[config.mk]
export PLATFORM = sky130hd
export DESIGN_NAME = smwd_top
export DESIGN_NICKNAME = d
export VERILOG_FILES = /design/src/smwd_pkg.sv /design/src/smwd_strobe_gen.sv /design/src/smwd_top.sv
export VERILOG_INCLUDE_DIRS = /design/src /design/src/src
export SDC_FILE = /design/constraint.sdc
export NUM_CORES = 1
export LEC_CHECK = 0
export BUFFER_PORTS_ARGS = -buffer_cell sky130_fd_sc_hd__buf_4
export CORE_AREA = 2 2 195 197
export CTS_CLUSTER_DIAMETER = 200
export CTS_CLUSTER_SIZE = 25
export DETAILED_ROUTE_END_ITERATION = 8
export DIE_AREA = 0 0 197 199
export PLACE_DENSITY = 0.66
export SYNTH_ARGS = -nofsm -noshare
export SYNTH_HDL_FRONTEND = slang
export SYNTH_HIERARCHICAL = 1
export SYNTH_SLANG_ARGS = --single-unit
[constraint.sdc]
create_clock -name core_clk -period 6.1 [get_ports core_clk]
set_input_delay 0.305 -clock core_clk [delete_from_list [all_inputs] [get_ports core_clk]]
set_output_delay 0.305 -clock core_clk [all_outputs]
set_load 0.05 [all_outputs]
[src/smwd_defs.svh]
// register map, field positions, reset values and timing counts of the bank timing block
`ifndef SMWD_DEFS_SVH
`define SMWD_DEFS_SVH

`define SMWD_NUM_BANKS 8
`define SMWD_DLY_BASE 8'h00
`define SMWD_CFG_BASE 8'h20
`define SMWD_WST_BASE 8'h40
`define SMWD_REGION_MASK 8'he0

`define SMWD_DLY_LSB 0
`define SMWD_DLY_W 4
`define SMWD_DLY_RST 4'h1

`define SMWD_MW_LSB 6
`define SMWD_MW_RST_ALL 16'h1a12

`define SMWD_WST_LSB 0
`define SMWD_WST_W 5
`define SMWD_WST_RST 5'h1f
`define SMWD_DEN_BIT 8
`define SMWD_DEN_RST 1'b0

`define SMWD_GAP_CYCLES 1

`endif

[src/smwd_pkg.sv]
// types shared by the bank timing block
package smwd_pkg;

    typedef enum logic [1:0] {
        MW_8 = 2'b00,
        MW_16 = 2'b01,
        MW_32 = 2'b10,
        MW_RSV = 2'b11
    } smwd_width_t;

    typedef enum logic [1:0] {
        RK_NONE = 2'h0,
        RK_DLY = 2'h1,
        RK_CFG = 2'h2,
        RK_WST = 2'h3
    } smwd_regkind_t;

    typedef enum logic [2:0] {
        SEQ_IDLE = 3'b001,
        SEQ_RUN = 3'b010,
        SEQ_GAP = 3'b100
    } smwd_seq_t;

    typedef struct packed {
        logic [3:0] delay;
        logic delayEn;
        logic [4:0] waitCount;
    } smwd_timing_t;

    typedef struct packed {
        logic [2:0] bank;
        logic [23:0] addr;
        logic [1:0] size;
        logic [31:0] data;
    } smwd_req_t;

endpackage

[src/smwd_strobe_gen.sv]
// one external write access: chip-select window and half-cycle shifted strobes
`timescale 1ns/1ps
`default_nettype none
`include "smwd_defs.svh"

module smwd_strobe_gen
    import smwd_pkg::*;
(
    input wire logic core_clk,
    input wire logic arst_n,
    input wire logic start,
    input wire logic [2:0] bank,
    input wire smwd_timing_t timing,
    input wire logic [3:0] laneMask,
    output logic [7:0] csN,
    output logic weN,
    output logic [3:0] blsN,
    output logic dataOe,
    output logic done
);
    smwd_timing_t tim;
    logic [4:0] cnt;
    logic [3:0] mask;
    logic [4:0] weFrom;
    logic weWant;

    always_ff @(posedge core_clk or negedge arst_n) begin
        if (!arst_n) begin
            dataOe <= 1'b0;
            csN <= 8'hff;
            cnt <= 5'h00;
            tim <= '0;
            mask <= 4'h0;
        end else if (start && !dataOe) begin
            dataOe <= 1'b1;
            csN <= ~(8'h01 << bank);
            cnt <= 5'h00;
            tim <= timing;
            mask <= laneMask;
        end else if (dataOe) begin
            // access length is wait count plus one cycle
            if (cnt == tim.waitCount) begin
                dataOe <= 1'b0;
                csN <= 8'hff;
            end else begin
                cnt <= cnt + 5'h01;
            end
        end
    end

    assign done = dataOe && (cnt == tim.waitCount);

    // delay counted in whole cycles, only when enabled
    assign weFrom = tim.delayEn ? {1'b0, tim.delay} : 5'h00;
    // strobe window ends one cycle early; a delay at or past the wait count gives none
    assign weWant = dataOe && (cnt >= weFrom) && (cnt < tim.waitCount);

    // falling-edge copy: on half a cycle after the delay ends, off half a cycle before cs
    always_ff @(negedge core_clk or negedge arst_n) begin
        if (!arst_n) begin
            weN <= 1'b1;
            blsN <= 4'hf;
        end else begin
            weN <= ~weWant;
            blsN <= ~({4{weWant}} & mask);
        end
    end

endmodule
`default_nettype wire

[src/smwd_top.sv]
// AHB-Lite bank timing registers and split write sequencer for static memory
//
// Design decisions made here: the AHB-Lite register port and the register addresses.
`timescale 1ns/1ps
`default_nettype none
`include "smwd_defs.svh"

module smwd_top
    import smwd_pkg::*;
(
    input wire logic core_clk,
    input wire logic arst_n,
    input wire logic hsel,
    input wire logic [31:0] haddr,
    input wire logic [1:0] htrans,
    input wire logic hwrite,
    input wire logic [2:0] hsize,
    input wire logic [31:0] hwdata,
    input wire logic hready,
    output logic hreadyout,
    output logic hresp,
    output logic [31:0] hrdata,
    input wire logic reqValid,
    input wire smwd_req_t req,
    output logic reqReady,
    output logic reqDone,
    output logic [7:0] memCsN,
    output logic memWeN,
    output logic [3:0] memBlsN,
    output logic [23:0] memAddr,
    output logic [31:0] memData,
    output logic memDataOe
);
    localparam int NB = `SMWD_NUM_BANKS;
    // width reset codes of all banks, two bits per bank
    localparam logic [15:0] MW_RST = `SMWD_MW_RST_ALL;

    // per-bank register copies
    logic [`SMWD_DLY_W-1:0] dlyReg [NB];
    logic denReg [NB];
    logic [`SMWD_WST_W-1:0] wstReg [NB];
    smwd_width_t mwReg [NB];

    // upper address bits pick the register group
    function automatic smwd_regkind_t kindOf(input logic [7:0] a);
        if ((a & `SMWD_REGION_MASK) == `SMWD_DLY_BASE) begin
            return RK_DLY;
        end else if ((a & `SMWD_REGION_MASK) == `SMWD_CFG_BASE) begin
            return RK_CFG;
        end else if ((a & `SMWD_REGION_MASK) == `SMWD_WST_BASE) begin
            return RK_WST;
        end
        return RK_NONE;
    endfunction

    // only implemented fields appear, all else reads zero
    function automatic logic [31:0] viewOf(
        input smwd_regkind_t k,
        input logic [3:0] dly,
        input logic den,
        input logic [4:0] wst,
        input logic [1:0] mw
    );
        logic [31:0] v;
        v = 32'h0000_0000;
        unique case (k)
            RK_DLY: v[`SMWD_DLY_LSB +: `SMWD_DLY_W] = dly;
            RK_CFG: v[`SMWD_MW_LSB +: 2] = mw;
            RK_WST: begin
                v[`SMWD_WST_LSB +: `SMWD_WST_W] = wst;
                v[`SMWD_DEN_BIT] = den;
            end
            RK_NONE: v = 32'h0000_0000;
        endcase
        return v;
    endfunction

    // ---- bus slave: zero wait states, always OKAY
    logic wrPend;
    logic [7:0] wrAddr;
    logic accept;
    smwd_regkind_t wrKind;
    smwd_regkind_t rdKind;
    logic [2:0] rdIdx;
    logic fwd;
    logic [3:0] rdDly;
    logic rdDen;
    logic [4:0] rdWst;
    logic [1:0] rdMw;

    // every register answers at once: no wait states
    assign hreadyout = 1'b1;
    assign hresp = 1'b0;
    assign accept = hsel && hready && htrans[1];
    assign wrKind = kindOf(wrAddr);
    assign rdKind = kindOf(haddr[7:0]);
    assign rdIdx = haddr[4:2];

    // write data follows its address by one cycle
    always_ff @(posedge core_clk or negedge arst_n) begin
        if (!arst_n) begin
            wrPend <= 1'b0;
            wrAddr <= 8'h00;
        end else if (hready) begin
            wrPend <= accept && hwrite;
            wrAddr <= haddr[7:0];
        end
    end

    // a read right behind a write to the same word sees the new value
    assign fwd = wrPend && (wrAddr[7:2] == haddr[7:2]);

    always_comb begin
        rdDly = dlyReg[rdIdx];
        rdDen = denReg[rdIdx];
        rdWst = wstReg[rdIdx];
        rdMw = mwReg[rdIdx];
        if (fwd) begin
            rdDly = hwdata[`SMWD_DLY_LSB +: `SMWD_DLY_W];
            rdDen = hwdata[`SMWD_DEN_BIT];
            rdWst = hwdata[`SMWD_WST_LSB +: `SMWD_WST_W];
            rdMw = hwdata[`SMWD_MW_LSB +: 2];
        end
    end

    // read data registered in the address phase, stands in the data phase
    always_ff @(posedge core_clk or negedge arst_n) begin
        if (!arst_n) begin
            hrdata <= 32'h0000_0000;
        end else if (accept && !hwrite) begin
            hrdata <= viewOf(rdKind, rdDly, rdDen, rdWst, rdMw);
        end
    end

    // ---- per-bank register set
    for (genvar b = 0; b < NB; b++) begin : g_bank
        logic hit;
        assign hit = wrPend && (wrAddr[4:2] == 3'(b));

        always_ff @(posedge core_clk or negedge arst_n) begin
            if (!arst_n) begin
                dlyReg[b] <= `SMWD_DLY_RST;
            end else if (hit && wrKind == RK_DLY) begin
                dlyReg[b] <= hwdata[`SMWD_DLY_LSB +: `SMWD_DLY_W];
            end
        end

        always_ff @(posedge core_clk or negedge arst_n) begin
            if (!arst_n) begin
                mwReg[b] <= smwd_width_t'(MW_RST[2*b +: 2]);
            end else if (hit && wrKind == RK_CFG) begin
                mwReg[b] <= smwd_width_t'(hwdata[`SMWD_MW_LSB +: 2]);
            end
        end

        always_ff @(posedge core_clk or negedge arst_n) begin
            if (!arst_n) begin
                wstReg[b] <= `SMWD_WST_RST;
                denReg[b] <= `SMWD_DEN_RST;
            end else if (hit && wrKind == RK_WST) begin
                wstReg[b] <= hwdata[`SMWD_WST_LSB +: `SMWD_WST_W];
                denReg[b] <= hwdata[`SMWD_DEN_BIT];
            end
        end
    end

    // ---- write sequencer, splitting wide transfers
    // log2 of the bus width in bytes; reserved width acts as 8-bit
    function automatic logic [1:0] widthLog(input smwd_width_t w);
        unique case (w)
            MW_16: return 2'd1;
            MW_32: return 2'd2;
            default: return 2'd0;
        endcase
    endfunction

    smwd_seq_t state;
    smwd_req_t cur;
    logic [1:0] beatsLeft;
    logic take;
    logic start;
    logic done;
    smwd_req_t src;
    logic [1:0] srcSize;
    logic [1:0] wLog;
    logic [1:0] effSize;
    logic [1:0] laneOff;
    logic [3:0] laneMask;
    logic [1:0] next_beats;
    smwd_timing_t timing;

    assign reqReady = (state == SEQ_IDLE);
    assign take = reqValid && reqReady;
    assign start = take || (state == SEQ_GAP);
    // a new request, or the remaining pieces of the one in flight
    assign src = take ? req : cur;
    // size code 3 taken as a whole word
    assign srcSize = (src.size == 2'd3) ? 2'd2 : src.size;
    assign wLog = widthLog(mwReg[src.bank]);

    always_comb begin
        effSize = (srcSize > wLog) ? wLog : srcSize;
        laneOff = src.addr[1:0] & ~(2'b11 << wLog);
        // lanes of one beat, then moved to the addressed lane
        unique case (effSize)
            2'h0: laneMask = 4'h1;
            2'h1: laneMask = 4'h3;
            default: laneMask = 4'hf;
        endcase
        laneMask = 4'(laneMask << laneOff);
        next_beats = 2'd0;
        if (srcSize > wLog) begin
            next_beats = 2'((3'h1 << (srcSize - wLog)) - 3'h1);
        end
    end

    // timing of the bank being started, read when each beat starts
    always_comb begin
        timing.delay = dlyReg[src.bank];
        timing.delayEn = denReg[src.bank];
        timing.waitCount = wstReg[src.bank];
    end

    // idle, one beat running, or one idle cycle between beats
    always_ff @(posedge core_clk or negedge arst_n) begin
        if (!arst_n) begin
            state <= SEQ_IDLE;
            beatsLeft <= 2'd0;
            cur <= '0;
        end else begin
            unique case (state)
                SEQ_IDLE: begin
                    if (take) begin
                        state <= SEQ_RUN;
                        cur <= req;
                        beatsLeft <= next_beats;
                    end
                end
                SEQ_RUN: begin
                    if (done) begin
                        if (beatsLeft == 2'd0) begin
                            state <= SEQ_IDLE;
                        end else begin
                            // next piece: advance by bus width
                            state <= SEQ_GAP;
                            beatsLeft <= beatsLeft - 2'd1;
                            cur.addr <= cur.addr + (24'h1 << wLog);
                            cur.data <= cur.data >> (6'd8 << wLog);
                        end
                    end
                end
                SEQ_GAP: state <= SEQ_RUN;
            endcase
        end
    end

    // one-cycle pulse as the last chip-select window closes
    always_ff @(posedge core_clk or negedge arst_n) begin
        if (!arst_n) begin
            reqDone <= 1'b0;
        end else begin
            reqDone <= (state == SEQ_RUN) && done && (beatsLeft == 2'd0);
        end
    end

    // address and lane-placed data held for the whole beat
    always_ff @(posedge core_clk or negedge arst_n) begin
        if (!arst_n) begin
            memAddr <= 24'h00_0000;
            memData <= 32'h0000_0000;
        end else if (start) begin
            memAddr <= src.addr;
            memData <= src.data << {laneOff, 3'b000};
        end
    end

    // chip-select window and strobes of one beat
    smwd_strobe_gen u_strobe (
        .core_clk(core_clk),
        .arst_n(arst_n),
        .start(start),
        .bank(src.bank),
        .timing(timing),
        .laneMask(laneMask),
        .csN(memCsN),
        .weN(memWeN),
        .blsN(memBlsN),
        .dataOe(memDataOe),
        .done(done)
    );

endmodule
`default_nettype wire

==> reports/summary.log <==
INFO  clocking       cts-root-to-sink-buffers=3
INFO  global_route   grt_max_degree=159
INFO  sta            layout_min_cycle_time=5144ps
INFO  sta            rsz0062_at_grt=false
INFO  hold_path      min_delay_startpoint=req[58]
INFO  detailed_routing post-route-drc-count=0
INFO  detailed_routing postRouteAntennaNets=0
INFO  worst_setup_path worstRegToRegCells=14
INFO  worst_setup_path crit_path_max_fanout=14
INFO  power_and_ir_drop combPwrFrac=0.319
INFO  global_route   antenna_found_initial=1
INFO  worst_setup_path worst_r2r_startpoint=state[0]$_DFFE_PN1P_
INFO  run            timing.max_cap.violations=0
INFO  sta            setup_tns=0ps
INFO  floorplanning  initial_core_util=0.4139
INFO  clocking       clock_latency_on_the_worst_skew_pair=580ps
INFO  final_layout   post_layout_nonfiller_instances=2117
INFO  clocking       cts_buffers=14
INFO  synth          synth_area_per_cell=9.981um2
INFO  synth          synth_area=15370um2
INFO  synth          synth_flop_cell=sky130_fd_sc_hd__dfrtp_1
INFO  sta            max_clock_freq=0.1944GHz
INFO  placed_design  placedCellCount=2085
INFO  placed_design  port_buffers=161
INFO  clocking       resize_count_post_cts=0
INFO  clocking       cts_clk_pin_slew_worst_paths=110ps
INFO  synth          netlist_instances=1540
INFO  power_and_ir_drop report.power.total=0.005088W
INFO  worst_setup_path r2r_setup_slack=960ps
INFO  detailed_routing viasPerCell=5.744
INFO  clocking       cts.sinks=267
INFO  detailed_routing wl=40550um
INFO  detailed_routing detailedRoute.firstIterationViolations=912
INFO  global_route   grt_util_all_layers=0.2066
INFO  power_and_ir_drop irDropWorstVdd=204.3uV
INFO  sta            worst-slew-pin-transition=957.1ps
INFO  clocking       postCtsSetupBuffers=0
INFO  detailed_routing via_count=12161
INFO  final_layout   drive_gt1_frac=0.2674
INFO  final_layout   layout-area-overhead-vs-synth=12.64%
INFO  detailed_routing drt_first_pass_iters=5
INFO  worst_setup_path cp.arrival=5570ps
INFO  synth          fraction_of_registers_with_async_set_or_reset_after_synthesis=1.000
INFO  sta            timing.final.max_slew_violations=0
INFO  run_status     run_status=complete, no violations
INFO  detailed_routing wl_per_cell=19.15um
INFO  global_route   grt_pass1_vias=11730
INFO  sta            clock-skew-final=97.76ps
INFO  clocking       clock_tree.root_cell=sky130_fd_sc_hd__clkbuf_16
INFO  sta            slew-limit-headroom=0.3619
INFO  final_layout   layout.cells.most_common=sky130_fd_sc_hd__nand2_1
INFO  worst_setup_path cp-start-kind=flop
INFO  synth          synth.yosys.seq_area_share=0.4401
INFO  floorplanning  core.rowCount=71
INFO  power_and_ir_drop share_clk_of_total_power=0.232
INFO  sta            hold_viol=0
INFO  placed_design  dp_hpwl=27740um
INFO  floorplanning  die_width=197um
INFO  power_and_ir_drop power_leakage=7.779nW
INFO  hold_path      hold-path-endpoint=cur[58]$_DFFE_PN0N_
INFO  power_and_ir_drop intPower=0.003222W
INFO  clocking       htreeDepth=1
INFO  power_and_ir_drop cellPowerDensity=293.9nW/um2
INFO  floorplanning  ios=242
INFO  global_route   wire_length_of_the_first_global_routing_pass=65080um
INFO  worst_setup_path crit_path_end_kind=flop
INFO  floorplanning  design.core.area=37130um2
INFO  final_layout   nNetsFinal=1791
INFO  sta            finalCritPeriodShare=0.8433
INFO  floorplanning  fp.dieH=199um
INFO  placed_design  routabilityCongestion=0.8467
INFO  worst_setup_path timing.critical_path.required=6530ps
INFO  hold_path      min_path_cells=2
INFO  synth          synth_edf_count=0
INFO  final_layout   final_cell_mix=sky130_fd_sc_hd__nand2_1, sky130_fd_sc_hd__dfrtp_1, sky130_fd_sc_hd__buf_4
INFO  floorplanning  die_area=39200um2
INFO  worst_setup_path crit-reg2reg-capture=cur[45]$_DFFE_PN0P_
INFO  sta            holdWs=24.10ps
INFO  synth          ys_seq_elements=267
INFO  synth          synthDistinctLibCells=78
INFO  sta            setup_violations=0
INFO  synth          yosysWarnings=6
INFO  power_and_ir_drop register_share_of_total_power=0.448
INFO  power_and_ir_drop switching_share=0.3667
INFO  global_route   gr-total-overflow=0
INFO  clocking       tritoncts_clock_tree=built
INFO  hold_path      hold_class=input port to flop
INFO  worst_setup_path setup.worst_path.class=flop to flop
INFO  power_and_ir_drop power.net_switching=0.001866W
[registers in the layout (all words and copies together), names as in the netlist, 6 cells and up]
signal        flops
cur              61
wrAddr            6
denReg            8
mwReg            16
memAddr          24
memData          32
u_strobe/csN      8
wstReg           40
u_strobe/tim     10
dlyReg           32
hrdata            8
[metal layers]
layer,GRT usage,up-vias,wire length (um)
li1,-,5702,-
met1,0.2833,6036,17960
met2,0.3500,370,19610
met3,0.02713,51,2166
met4,0.04539,2,794
met5,0,-,13
[Yosys cell counts (all sizes together) (30+ instances only)]
library cell  count  share of area
buf              72          0.030
dfstp            67           0.11
a21oi            55          0.018
a31oi            42          0.017
mux2            113          0.083
o21ai            78          0.025
inv              30         0.0073
clkbuf           64          0.016
dfrtp           200           0.33
nor2             82          0.020
nand2           263          0.064
mux2i           103          0.068
nand3            63          0.021
[cell families after synthesis]
group | share of synthesized area
simple gates | 0.1499
compound gates | 0.1474
flops | 0.4401
mux | 0.1861
buf+inv | 0.05283
fa+ha+maj | 0.01807
xor+xnor | 0.005128
other cells | 0.0004886
[power groups by stage]
stage                     combinational [W]    clock, W  sequential, W
after floorplan                    0.000931  0.00000611        0.00251
after global placement              0.00159  0.00000611        0.00230
after detailed placement            0.00162  0.00000611        0.00231
after CTS                           0.00163     0.00122        0.00228
after global routing                0.00177     0.00129        0.00232
final                               0.00163     0.00118        0.00228
[worst max-delay path by stage]
stage / depth (start not counted) / slack (ps) / startpoint / to
floorplan: 4 / 1550 / u_strobe/dataOe$_DFF_PN0_ / u_strobe/blsN[0]$_DFF_NN1_
detailed placement: 14 / 910 / state[0]$_DFFE_PN1P_ / cur[45]$_DFFE_PN0P_
global route: 14 / 490 / state[0]$_DFFE_PN1P_ / cur[45]$_DFFE_PN0P_
global placement: 14 / 1020 / state[0]$_DFFE_PN1P_ / cur[45]$_DFFE_PN0P_
CTS: 14 / 870 / state[0]$_DFFE_PN1P_ / cur[45]$_DFFE_PN0P_
finish: 14 / 960 / state[0]$_DFFE_PN1P_ / cur[45]$_DFFE_PN0P_
[worst max-delay path, stage by stage, from the launching register on]
cell and delay (ps):
sky130_fd_sc_hd__dfstp_2 650, sky130_fd_sc_hd__nor4bb_4 450, sky130_fd_sc_hd__mux2i_2 340, sky130_fd_sc_hd__inv_1 200, sky130_fd_sc_hd__and2_1 510, sky130_fd_sc_hd__a221oi_1 490
sky130_fd_sc_hd__ha_1 540, sky130_fd_sc_hd__and2_1 210, sky130_fd_sc_hd__ha_1 300, sky130_fd_sc_hd__a31o_2 150, sky130_fd_sc_hd__a31oi_1 40, sky130_fd_sc_hd__buf_4 190
sky130_fd_sc_hd__nor4b_1 600, sky130_fd_sc_hd__a311oi_1 180, sky130_fd_sc_hd__a211oi_1 220
[per-stage QoR]
step / setup WS (ps) / cell area [um2] / utilization
finish: 956.0 / 17310 / 0.4663
global route: 486.4 / 17310 / 0.4662
CTS: 865.5 / 17310 / 0.4662
detailed placement: 913.7 / 16780 / 0.4520
global placement: 1024 / 16780 / 0.4520
floorplan: 1552 / 15460 / -
[repair_timing]
item                                    in CTS  in global routing
hold endpoints to repair                    48                  0
hold buffers                                 3                  0
endpoints found under the setup margin       0                  0
[area by class of cell]
cell class / count / area (um2)
antenna: 1 / 2.502
tap: 474 / 593.1
inverter: 30 / 112.6
timing repair buffer: 186 / 1424
multi-input combinational: 1130 / 7915
clock buffer: 18 / 386.6
clock inverter: 11 / 115.1
sequential: 267 / 6765
fill: 3529 / 19820
(Power assumes the default switching activity.)
